## src/shared/pnp_pkg.sv

```systemverilog
// Constants, types and helpers for the port 2 next page transmit codeword
`default_nettype none

package pnp_pkg;

   // =========================================================
   // Register map
   localparam logic [7:0] PNP_CODEWORD_ADDR = 8'hE8; // Byte address, 16 bit
   localparam int PNP_ADDR_W = 8;
   localparam int PNP_WORD_W = 16;

   // =========================================================
   // Codeword field positions
   localparam int PNP_MORE_PAGES_BIT = 15;
   localparam int PNP_RESERVED_BIT = 14;
   localparam int PNP_PAGE_TYPE_BIT = 13;
   localparam int PNP_COMPLY_BIT = 12;
   localparam int PNP_TOGGLE_BIT = 11;
   localparam int PNP_CODE_W = 11;

   // =========================================================
   // Reset values of the codeword fields
   localparam logic PNP_MORE_PAGES_RST = 1'h0;
   localparam logic PNP_PAGE_TYPE_RST = 1'h1;
   localparam logic PNP_COMPLY_RST = 1'h0;
   localparam logic PNP_TOGGLE_RST = 1'h0;
   localparam logic [PNP_CODE_W-1:0] PNP_CODE_RST = 11'h001;
   localparam logic [PNP_WORD_W-1:0] PNP_READ_IDLE = 16'h0000;

   // =========================================================
   // Exchange sequencer states
   typedef enum logic [1:0] {
      PNP_IDLE,
      PNP_WAIT_LOAD,
      PNP_SENDING
   } pnp_state_t;

   // Assemble a codeword from its fields; reserved bit reads zero
   function automatic logic [PNP_WORD_W-1:0] pnp_pack(
      input logic more_pages,
      input logic page_type,
      input logic comply,
      input logic toggle,
      input logic [PNP_CODE_W-1:0] code);
      pnp_pack = {more_pages, 1'h0, page_type, comply, toggle, code};
   endfunction

endpackage

`default_nettype wire

```

## src/shared/pnp_rd_if.sv

```systemverilog
// Carrier between the codeword core and its host read port
`default_nettype none

interface pnp_rd_if;
   import pnp_pkg::*;

   logic rd_en;
   logic [PNP_ADDR_W-1:0] addr;
   logic [PNP_WORD_W-1:0] codeword;
   logic [PNP_WORD_W-1:0] rd_data;
   logic rd_valid;
   logic rd_hit;

   // Core side drives the request and the held codeword
   modport core (
      output rd_en, addr, codeword,
      input rd_data, rd_valid, rd_hit
   );

   // Read port answers from the codeword
   modport port (
      input rd_en, addr, codeword,
      output rd_data, rd_valid, rd_hit
   );
endinterface

`default_nettype wire

```

## src/design/pnp_next_page_tx.sv

```systemverilog
// Port 2 next page transmit codeword holder and exchange sequencer
`default_nettype none

// Overview of operation
// Bit 15 flags further next pages; zero marks the final page.
// Bit 13 selects message (1) or unformatted (0) page; resets to 1.
// Bit 12 says whether the device can comply; resets to 0.
// Each sent page carries the inverse of the previous toggle.
// First next page inverts bit 11 of the sent base codeword.
// Reported toggle is 1 after a zero toggle, 0 after a one.
// Bits 10..0 hold the code field, reset 0x001; host reads only.
// Codeword is sent only after base page, held through exchange.
module pnp_next_page_tx
   import pnp_pkg::*;
(
   // Clock and reset
   input wire logic i_clk,
   input wire logic i_reset,
   // Auto-negotiation arbitration events
   input wire logic i_an_restart,
   input wire logic i_base_done,
   input wire logic i_base_toggle,
   input wire logic i_page_ack,
   // Next page content to send
   input wire logic i_page_load,
   input wire logic i_more_pages_flag,
   input wire logic i_page_type_select,
   input wire logic i_comply_acknowledge,
   input wire logic [PNP_CODE_W-1:0] i_code,
   // Link side codeword
   output logic [PNP_WORD_W-1:0] o_tx_codeword,
   output logic o_tx_active,
   output logic o_tx_start,
   output logic o_load_ready,
   output logic o_next_pages_done,
   // Host register read
   input wire logic i_rd_en,
   input wire logic [PNP_ADDR_W-1:0] i_rd_addr,
   output logic [PNP_WORD_W-1:0] o_rd_data,
   output logic o_rd_valid,
   output logic o_rd_hit
);

   // =========================================================
   // State
   typedef struct packed {
      pnp_state_t state;
      logic [PNP_WORD_W-1:0] codeword;
      logic last_toggle;
      logic tx_active;
      logic tx_start;
      logic load_ready;
      logic pages_done;
   } pnp_core_st_t;

   // =========================================================
   // Reset images
   // Reset image of the codeword with documented field defaults
   localparam logic [PNP_WORD_W-1:0] CODEWORD_RST = pnp_pack(
      PNP_MORE_PAGES_RST, PNP_PAGE_TYPE_RST, PNP_COMPLY_RST,
      PNP_TOGGLE_RST, PNP_CODE_RST);

   // Whole core state after reset: idle, no page on the wire
   localparam pnp_core_st_t CORE_RST = '{
      state: PNP_IDLE,
      codeword: CODEWORD_RST,
      last_toggle: PNP_TOGGLE_RST,
      tx_active: 1'h0,
      tx_start: 1'h0,
      load_ready: 1'h0,
      pages_done: 1'h0
   };

   pnp_core_st_t st_reg;
   pnp_core_st_t st_next;

   // =========================================================
   // Accepted events
   // Decoded once here, read by the sequencer below
   logic base_take;
   logic load_take;
   logic ack_take;

   // An event counts only in the state that waits for it;
   // the same pulse in any other state is dropped silently
   assign base_take = i_base_done && (st_reg.state == PNP_IDLE);
   assign load_take = i_page_load && (st_reg.state == PNP_WAIT_LOAD);
   assign ack_take = i_page_ack && (st_reg.state == PNP_SENDING);

   // =========================================================
   // Field views of the page on the wire
   // Named bits of the held codeword
   logic sent_more_pages;
   logic sent_toggle;

   // Fields the sequencer reads back once the partner acknowledges
   assign sent_more_pages = st_reg.codeword[PNP_MORE_PAGES_BIT];
   assign sent_toggle = st_reg.codeword[PNP_TOGGLE_BIT];

   // =========================================================
   // Next page image
   // Candidate codeword, taken only on an accepted load
   logic [PNP_WORD_W-1:0] load_word;

   // Fields come straight from the arbitration side; the
   // toggle is formed here so no caller can get it wrong
   assign load_word = pnp_pack(
      i_more_pages_flag,
      i_page_type_select,
      i_comply_acknowledge,
      ~st_reg.last_toggle,
      i_code);

   // =========================================================
   // Exchange sequencer
   // Restart outranks every event so a torn exchange never resumes
   always_comb begin
      st_next = st_reg;
      st_next.tx_start = 1'h0;
      st_next.pages_done = 1'h0;
      if (i_an_restart) begin
         // Restart drops any exchange; the codeword keeps its last value
         // Last toggle is kept too; the next base page reseeds it
         st_next.state = PNP_IDLE;
         st_next.tx_active = 1'h0;
      end else begin
         unique case (st_reg.state)
            // Wait for the base page exchange to complete
            PNP_IDLE: begin
               // seed from base toggle
               if (base_take) begin
                  st_next.last_toggle = i_base_toggle;
                  st_next.state = PNP_WAIT_LOAD;
               end
            end
            // Wait for the arbitration side to offer page content
            PNP_WAIT_LOAD: begin
               // load after base page
               if (load_take) begin
                  // more pages flag
                  // page type select
                  // comply acknowledge
                  // inverted toggle
                  // toggle reporting
                  // code field
                  st_next.codeword = load_word;
                  st_next.tx_active = 1'h1;
                  st_next.tx_start = 1'h1;
                  st_next.state = PNP_SENDING;
               end
            end
            // Hold the page on the wire until the partner answers
            PNP_SENDING: begin
               // held until acknowledged
               if (ack_take) begin
                  // remember sent toggle
                  st_next.last_toggle = sent_toggle;
                  st_next.tx_active = 1'h0;
                  // final page ends exchange
                  if (sent_more_pages) begin
                     st_next.state = PNP_WAIT_LOAD;
                  end else begin
                     st_next.state = PNP_IDLE;
                     st_next.pages_done = 1'h1;
                  end
               end
            end
            // Unused state code falls back to idle with nothing sent
            default: begin
               st_next.state = PNP_IDLE;
               st_next.tx_active = 1'h0;
            end
         endcase
      end
      // Ready flag follows the next state so it is registered
      // rather than decoded from the state after the edge
      st_next.load_ready = (st_next.state == PNP_WAIT_LOAD);
   end

   // State register
   // Synchronous reset restores the documented field defaults
   always_ff @(posedge i_clk) begin
      if (i_reset) begin
         st_reg <= CORE_RST;
      end else begin
         st_reg <= st_next;
      end
   end

   // =========================================================
   // Host read port
   // The read port keeps its own answer registers so a host
   // read never waits on the sequencer
   pnp_rd_if bus ();

   // Request and codeword to the read port
   assign bus.rd_en = i_rd_en;
   assign bus.addr = i_rd_addr;
   assign bus.codeword = st_reg.codeword;

   // Read port instance
   pnp_rd_port u_rd_port (
      .i_clk(i_clk),
      .i_reset(i_reset),
      .bus(bus.port)
   );

   // =========================================================
   // Outputs, all from registers
   // The codeword and flags leave straight from the core state
   assign o_tx_codeword = st_reg.codeword;
   assign o_tx_active = st_reg.tx_active;
   assign o_tx_start = st_reg.tx_start;
   assign o_load_ready = st_reg.load_ready;
   assign o_next_pages_done = st_reg.pages_done;

   // Host answers come from the read port's own registers
   assign o_rd_data = bus.rd_data;
   assign o_rd_valid = bus.rd_valid;
   assign o_rd_hit = bus.rd_hit;

endmodule

`default_nettype wire

```

## src/design/pnp_rd_port.sv

```systemverilog
// Host read port that decodes the codeword address and returns its value
`default_nettype none

module pnp_rd_port
   import pnp_pkg::*;
(
   // Clock and reset
   input wire logic i_clk,
   input wire logic i_reset,
   // Core connection
   pnp_rd_if.port bus
);

   typedef struct packed {
      logic [PNP_WORD_W-1:0] rd_data;
      logic rd_valid;
      logic rd_hit;
   } pnp_port_st_t;

   pnp_port_st_t st_reg;
   pnp_port_st_t st_next;

   // =========================================================
   // Address decode; both bytes of the word map to one register
   always_comb begin
      st_next = st_reg;
      st_next.rd_valid = bus.rd_en;
      st_next.rd_hit = bus.rd_en &&
         (bus.addr[PNP_ADDR_W-1:1] == PNP_CODEWORD_ADDR[PNP_ADDR_W-1:1]);
      // host read only
      st_next.rd_data = st_next.rd_hit ? bus.codeword : PNP_READ_IDLE;
   end

   // State register
   always_ff @(posedge i_clk) begin
      if (i_reset) begin
         st_reg <= '0;
      end else begin
         st_reg <= st_next;
      end
   end

   // Answers come straight from the register
   assign bus.rd_data = st_reg.rd_data;
   assign bus.rd_valid = st_reg.rd_valid;
   assign bus.rd_hit = st_reg.rd_hit;

endmodule

`default_nettype wire

```

## config.mk

```make
export PLATFORM = sky130hd
export DESIGN_NAME = pnp_next_page_tx
export DESIGN_NICKNAME = d
export VERILOG_FILES = /design/src/shared/pnp_pkg.sv /design/src/shared/pnp_rd_if.sv /design/src/design/pnp_next_page_tx.sv /design/src/design/pnp_rd_port.sv
export SDC_FILE = /design/constraint.sdc
export NUM_CORES = 1
export LEC_CHECK = 0
export BUFFER_PORTS_ARGS = -buffer_cell sky130_fd_sc_hd__buf_2
export CAP_MARGIN = 0
export CORE_MARGIN = 2
export CORE_UTILIZATION = 25
export DETAILED_ROUTE_END_ITERATION = 10
export GPL_ROUTABILITY_DRIVEN = 0
export MAX_ROUTING_LAYER = met4
export PLACE_DENSITY = 0.57
export SLEW_MARGIN = 20
export SYNTH_ARGS = -nofsm -noshare
export SYNTH_HDL_FRONTEND = slang
export SYNTH_HIERARCHICAL = 1
export SYNTH_SLANG_ARGS = --single-unit
```

## constraint.sdc

```tcl
create_clock -name i_clk -period 2.7 [get_ports i_clk]
set_clock_uncertainty 0.1 [all_clocks]
set_input_delay 0.54 -clock i_clk [delete_from_list [all_inputs] [get_ports i_clk]]
set_output_delay 0.54 -clock i_clk [all_outputs]
set_load 0.02 [all_outputs]
```

Word-level counts from Yosys, hierarchy flattened
Cells that the tools add are included.
- equality and inequality tests: 7
- muxes and demuxes: 12
- bitwise operators: 7
- reductions and logical operators: 13
- operators with widths (operator ; count):
    2-to-1 mux 18 bit ; 1
    2-to-1 mux 2 bit ; 5
    == test 7 bit, second input constant ; 1
    NOT 1 bit ; 7
    inequality test 2 bit, second input constant ; 3
    case mux 2 bit (3 select lines) ; 1
    AND reduction 3 bit ; 2
    == test 2 x 1 -> 1 bit, second input constant ; 2
    logical AND 1 bit ; 4
    AND reduction 4 bit ; 1
    OR reduction 2 bit ; 2
    OR reduction 4 bit ; 1
    2-to-1 mux 1 bit ; 3
    case mux 1 bit (3 select lines) ; 1
    OR reduction 3 bit ; 1
    == test 2 bit, second input constant ; 1
    zero test 2 bit ; 1
    case mux 1 bit (2 select lines) ; 1
    nonzero test 2 bit ; 1
- register bits after elaboration: 39
- bits of input ports: 30
- output and inout bits: 38
- logic and storage cells: 49

Depth between registers and ports, before layout
Gate-level depths: netlist (run 1).
- depth after elaboration: 6
- mapped depth: 6
- depth with buffers taken out: 3

Modules after synthesis
Netlist (run 1), hierarchy kept.
- modules (own cells, without submodules) (module ; instances ; cells an instance ; area each (sq um) ; sequential area each (sq um)):
    pnp_next_page_tx ; 1 ; 115 ; 1039.7 ; 440.4
    pnp_rd_port ; 1 ; 64 ; 696.9 ; 360.3

Worst setup path before layout (run 1)
No wires, ideal clock.
- path kind: in2reg
- start point: in i_rd_addr[4]
- end point: reg u_rd_port.st_reg, in the netlist u_rd_port/bus.rd_data[10]
- arrival time: 1.218 ns
- data required time: 2.512 ns
- slack: 1.294 ns
- cell stages on the path: 4
- buffers on the path: 2
- cells stage by stage: nand4bb_1 > buf_6 > buf_12 > nor4_4
- cells in the longest elaborated chain, start to end: 4
- ends and longest elaborated chain (element ; RTL line ; RTL):
    start: declaration ; pnp_next_page_tx.sv:38 ; input wire logic [PNP_ADDR_W-1:0] i_rd_addr,
    == test 7 bit ; pnp_rd_port.sv:29 ; (bus.addr[PNP_ADDR_W-1:1] == PNP_CODEWORD_ADDR[PNP_ADDR_W-1:1]);
    logical AND 1 bit ; pnp_rd_port.sv:28 ; st_next.rd_hit = bus.rd_en &&
    NOT 1 bit (no line) ; - ;
    OR reduction 2 bit (no line) ; - ;
    end signal: assignment ; pnp_rd_port.sv:39 ; st_reg <= st_next;
    end: declaration ; pnp_rd_port.sv:20 ; pnp_port_st_t st_reg;
No other way between the ends.
A chain may end at the register's enable or synchronous reset.

Worst setup path in the final report (run 1)
- start point: reg st_reg[21] in the netlist's numbering
- end point: reg st_reg, in the netlist o_tx_codeword[11]
- cells in the longest elaborated chain, start to end: 3
- ends and longest elaborated chain (element ; RTL line ; RTL):
    start: declaration ; pnp_next_page_tx.sv:74 ; pnp_core_st_t st_reg;
    start signal: assignment ; pnp_next_page_tx.sv:186 ; st_reg <= st_next;
    == test 2 x 1 -> 1 bit * ; pnp_next_page_tx.sv:87, pnp_next_page_tx.sv:127 ;
    logical AND 1 bit ; pnp_next_page_tx.sv:87 ; assign load_take = i_page_load && (st_reg.state == PNP_WAIT_LOAD);
    AND reduction 3 bit (no line) * ; - ;
Every way passes the cells marked *; elsewhere a longest branch is shown, timed or not.

==> results of run 1 <==
final cells by class:
| class | count | area [um2] | area share, % |
|---|---|---|---|
| flip-flops and latches | 40 | 800.8 | 39.63 |
| multi-input cells | 107 | 679.4 | 33.62 |
| repair buffers | 67 | 340.3 | 16.84 |
| well taps | 80 | 100.1 | 4.954 |
| clock buffers | 6 | 82.58 | 4.087 |
| clock inverters | 2 | 10.01 | 0.4954 |
| inverters | 2 | 7.507 | 0.3715 |
metrics by stage:
stage                     cells  worst slack (ns)  power [mW]
after floorplan             180             1.294      0.6789
after global placement      296            0.8032      0.7005
after detailed placement    296            0.7920      0.7018
after CTS                   304            0.9507       1.121
after global routing        304            0.8559       1.151
final                       304            0.9824       1.095
worst max-delay path, delay by kind of cell (launching register included):
| kind | cells | cell delay [ns] |
|---|---|---|
| simple gates | 2 | 0.79 |
| flops | 1 | 0.52 |
| compound gates | 1 | 0.22 |
synthesized netlist by cell type (2+ instances only):
cell,n,area (um2)
nand2_2,3,18.77
buf_12,2,40.04
nor4_2,9,112.6
nor2_1,6,22.52
inv_1,2,7.510
nand2_1,40,150.1
a21oi_1,7,35.03
nor3_1,4,20.02
buf_2,8,40.04
nand2b_1,4,25.02
buf_4,17,127.6
a21oi_2,10,87.58
dfxtp_1,40,800.8
nor4_1,8,50.05
buf_6,4,45.04
worst max-delay path by stage:
| stage | endpoint | slack [ns] | cells after the start |
|---|---|---|---|
| floorplan | u_rd_port/bus.rd_data[10]$_SDFF_PP0_ | 1.29 | 4 |
| global placement | o_tx_codeword[11]$_SDFFE_PP0P_ | 0.80 | 4 |
| detailed placement | o_tx_codeword[11]$_SDFFE_PP0P_ | 0.79 | 4 |
| CTS | o_tx_codeword[11]$_SDFFE_PP0P_ | 0.95 | 3 |
| global route | o_tx_codeword[11]$_SDFFE_PP0P_ | 0.86 | 3 |
| finish | o_tx_codeword[11]$_SDFFE_PP0P_ | 0.98 | 3 |
cell families (layout without fill, tap and decap cells):
kind of cell / count (synthesis) / in the layout
other: 1 / 2
and+or+nand+nor: 82 / 82
buffers and inverters: 33 / 77
muxes: 2 / 2
DFF: 40 / 40
AOI/OAI and AO/OA: 21 / 21
power by group:
part,leakage [nW],internal (mW),switching [mW]
combinational,0.455,0.0318,0.0519
sequential,0.323,0.596,0.00633
clock,0.0510,0.204,0.205
total,0.829,0.832,0.263
per-layer routing:
| metal | vias to the layer above | share of wire (%) | global-route usage [%] |
|---|---|---|---|
| li1 | 669 | - | - |
| met1 | 567 | 48 | 13.34 |
| met2 | 33 | 46 | 16.18 |
| met3 | 5 | 4.8 | 3.507 |
| met4 | 0 | 1.2 | 3.357 |
| met5 | - | 0 | - |
==> out/qor.csv, run 1 <==
metric,value,unit
hold_viol_final,0,
synthMuxAreaShare,1.225,%
async_flop_share,0,%
area_growth,16.35,%
avgSynthCellArea,9.702,um2
antenna_found_initial,0,
setup_violations,0,
hold_buffers,0,
arrival,1.82,ns
cp-startpoint,st_reg[21]$_SDFF_PP0_,
cts_buffers,5,
r2r_cells,3,
diodes,0,
io_pins,68,
holdWs,0.3537,ns
die_area,7629,um2
clock.fmax,582.2,MHz
clockBufferDepth,2,
portBuffers,65,
placed_cell_area,1928,um2
drive_above_1_share,45.54,%
max_slew_margin,40.16,%
worstHoldStart,st_reg[4]$_SDFFE_PP0P_,
viasPerCell,4.191,
max_stage_delay,0.71,ns
hold_depth,1,
grt_pass1_vias,1197,
num_rows,30,
ant_nets,0,
pwr_density_cell,542.1,nW/um2
seq_area_frac_synth,46.11,%
synth_flop_cell,dfxtp_1,
critPathLaunchType,flop,
syn_area,1737,um2
synth_top_family_by_area,simple AND/OR/NAND/NOR gates,
crit_path_max_fanout,16,
peakVddDrop,191.0,uV
crit_path_end_kind,flop,
status,"finished, final reports clean",
grt_max_degree,22,
crit_chain,and4bb_1 > nor2_1 > a211oi_1,
cts_root_buffer,clkbuf_8,
grt_usage,10.64,%
finalMaxSlewViolations,0,
postCtsSetupBuffers,0,
die_h,87.35,um
final_common_cell,buf_2,
layout_common_cells,"buf_2 (65), nand2_1 (40), dfxtp_1 (40)",
reg2reg_to,o_tx_codeword[11]$_SDFFE_PP0P_,
routedWlPerCell,12.40,um
finalSetupTns,0,ns
post-route-period-util,63.61,%
fillers,738,
hp-class,flop to flop,
p_leak,0.8291,nW
cts.clk_slew.worst_paths,0.08,ns
synth-edff-count,0,
cp_data_required_time,2.80,ns
drt_pass1_iterations,3,
dpl.hpwl,2788,um
start_util,25.70,%
synthesis.instances,179,
final_cell_area,2021,um2
timing.rr.start,st_reg[21]$_SDFF_PP0_,
cts.sink_count,40,
cts_tree,yes,
ff2ff_setup_slack,0.98,ns
core,6756,um2
final_util,29.91,%
path_class,flop to flop,
nets,253,
critPathSlowestCell,and4bb_1,
drcViolationCount,0,
clk_latency,0.29,ns
largest_reg_flops,16,
drt_iter0_drc,43,
ys_ff_latch,40,
final.min_clock_period,1.718,ns
ctsHtreeMaxLevel,2,
ys_warn_count,6,
dr_total_vias,1274,
synth_cell_types,30,
ctsResizeCount,0,
synthXorXnorAreaFrac,0,%
min_to,o_tx_codeword[11]$_SDFFE_PP0P_,
wirelength,3770,um
die_w,87.35,um
grt_pass1_wl,5975,um
drv_cap,0,
rsz0062_at_grt,false,
worst_pin_slew,0.8976,ns
synth_fa_ha_area_share,0,%
synth_compound_area_share,8.718,%
synth-simple-area-share,28.75,%
overflow,0,
No activity file was read; power rests on OpenSTA's default activity.
==> inputs of run 2 (changes only) <==
PLACE_DENSITY = 0.58   (was 0.57)
clock period = 1.4 ns   (was 2.7 ns; I/O delays follow)
==> run 2 against run 1 <==
Sequential share of layout area is 1.1 points lower. Critical path type is now flop to primary output. Largest power group unchanged. First-iteration DRC count is 77% higher. Utilization is 0.85 points higher. Largest cell class unchanged. Critical path depth is 2 lower. Final cell count is 1.6% higher. Via count is 4.1% higher. Clock-buffer cell count is 1 lower.
==> out/qor.csv, run 2 (synthesized netlist as in run 1, its figures left out) <==
metric,value,unit,change
clk_latency,0.29,ns,about the same
overflow,0,,unchanged
clockBufferDepth,2,,unchanged
holdWs,0.1113,ns,-0.2424 ns
hp-class,input pin to flop,,
min_to,o_tx_codeword[13]$_SDFFE_PP1P_,,
routedWlPerCell,12.83,um,+3.5%
crit_chain,buf_2,,
antenna_found_initial,0,,unchanged
cts_buffers,5,,unchanged
final_common_cell,buf_2,,
die_area,7629,um2,unchanged
nets,258,,+2.0%
drive_above_1_share,46.72,%,+1.2 points
drt_iter0_drc,76,,+77%
dpl.hpwl,2858,um,+2.5%
worstHoldStart,i_page_type_select,,
postCtsSetupBuffers,0,,unchanged
num_rows,30,,unchanged
post-route-period-util,93.60,%,
die_h,87.35,um,unchanged
dr_total_vias,1326,,+4.1%
io_pins,68,,unchanged
viasPerCell,4.291,,+2.4%
layout_common_cells,"buf_2 (65), nand2_1 (40), dfxtp_1 (40)",,
power,2.095,mW,+91%
fin_ws,0.08957,ns,-0.8929 ns
core,6756,um2,unchanged
cp_data_required_time,1.02,ns,-1.78 ns
hold_buffers,0,,unchanged
rsz0062_at_grt,false,,
critPathBufInv,1,,+1
crit_path_end_kind,primary output,,
crit_family,flip-flops,,
drcViolationCount,0,,unchanged
cts.sink_count,40,,unchanged
start_util,25.70,%,unchanged
ctsResizeCount,0,,unchanged
setup_violations,0,,unchanged
clock.fmax,763.1,MHz,
cp.depth,1,,-2
critPathLaunchType,flop,,
cts_tree,yes,,
grt_pass1_wl,6092,um,+2.0%
diodes,0,,unchanged
cts_root_buffer,clkbuf_8,,
finalSetupTns,0,ns,unchanged
hold_depth,3,,+2
peakVddDrop,345.7,uV,+81%
grt_pass1_vias,1182,,-1.3%
ctsHtreeMaxLevel,2,,unchanged
ant_nets,0,,unchanged
pwr_density_cell,1008,nW/um2,+86%
largest_reg_flops,16,,unchanged
path_class,flop to primary output,,
drt_pass1_iterations,4,,+1
reg2reg_to,o_tx_codeword[15]$_SDFFE_PP0P_,,
wirelength,3965,um,+5.2%
timing.rr.start,st_reg[21]$_SDFF_PP0_,,
status,"finished, final reports clean",,
r2r_cells,4,,+1
ff2ff_setup_slack,0.16,ns,-0.82 ns
arrival,0.93,ns,-0.89 ns
area_growth,19.67,%,
crit_path_max_fanout,5,,-11
finalMaxSlewViolations,0,,unchanged
portBuffers,65,,unchanged
p_leak,0.8598,nW,+3.7%
max_stage_delay,0.44,ns,-0.27 ns
grt_usage,10.61,%,-0.034 points
hold_viol_final,0,,unchanged
critPathSlowestCell,dfxtp_1,,
cts.clk_slew.worst_paths,0.08,ns,about the same
final.min_clock_period,1.310,ns,
die_w,87.35,um,unchanged
grt_max_degree,20,,-9.1%
place_ws,0.09469,ns,-0.6973 ns
drv_cap,0,,unchanged
-- run 2: how the worst max path moves through the flow --
| stage | end | startpoint |
|---|---|---|
| after floorplan | o_tx_codeword[0]$_SDFFE_PP1P_ | st_reg[22]$_SDFF_PP0_ |
| after global placement | o_tx_codeword[13]$_SDFFE_PP1P_ | i_an_restart |
| after detailed placement | o_tx_codeword[0]$_SDFFE_PP1P_ | i_an_restart |
| after CTS | o_tx_codeword[15] | o_tx_codeword[15]$_SDFFE_PP0P_ |
| after global routing | o_tx_codeword[13]$_SDFFE_PP1P_ | st_reg[22]$_SDFF_PP0_ |
| final | o_tx_codeword[15] | o_tx_codeword[15]$_SDFFE_PP0P_ |
-- run 2: metal layers --
layer / share of wire [%] / vias up / track usage, %
li1: - / 685 / -
met1: 48 / 610 / 13.31
met2: 47 / 29 / 16.46
met3: 4.1 / 2 / 2.749
met4: 0.58 / 0 / 3.776
met5: 0 / - / -
-- run 2: final cells by class --
type,instances,area [um2]
Clock inverter,3,18.77
Fill cell,728,4678
Multi-Input combinational cell,107,679.4
Sequential cell,40,800.8
Tap cell,80,100.1
Clock buffer,5,68.82
Inverter,2,7.507
Timing Repair Buffer,72,402.9
-- run 2: power breakdown --
part / internal (mW) / switching (mW) / leakage [nW]
Combinational: 0.0728 / 0.105 / 0.489
Sequential: 1.15 / 0.0109 / 0.323
Clock: 0.347 / 0.408 / 0.0479
Total: 1.57 / 0.525 / 0.860
-- run 2: stage by stage --
stage,instances,instance area [um2],utilization (%)
final,309,2078,30.76
after CTS,309,2078,30.76
after detailed placement,301,1991,29.46
after floorplan,180,1740,-
after global placement,301,1991,29.46
after global routing,309,2078,30.76
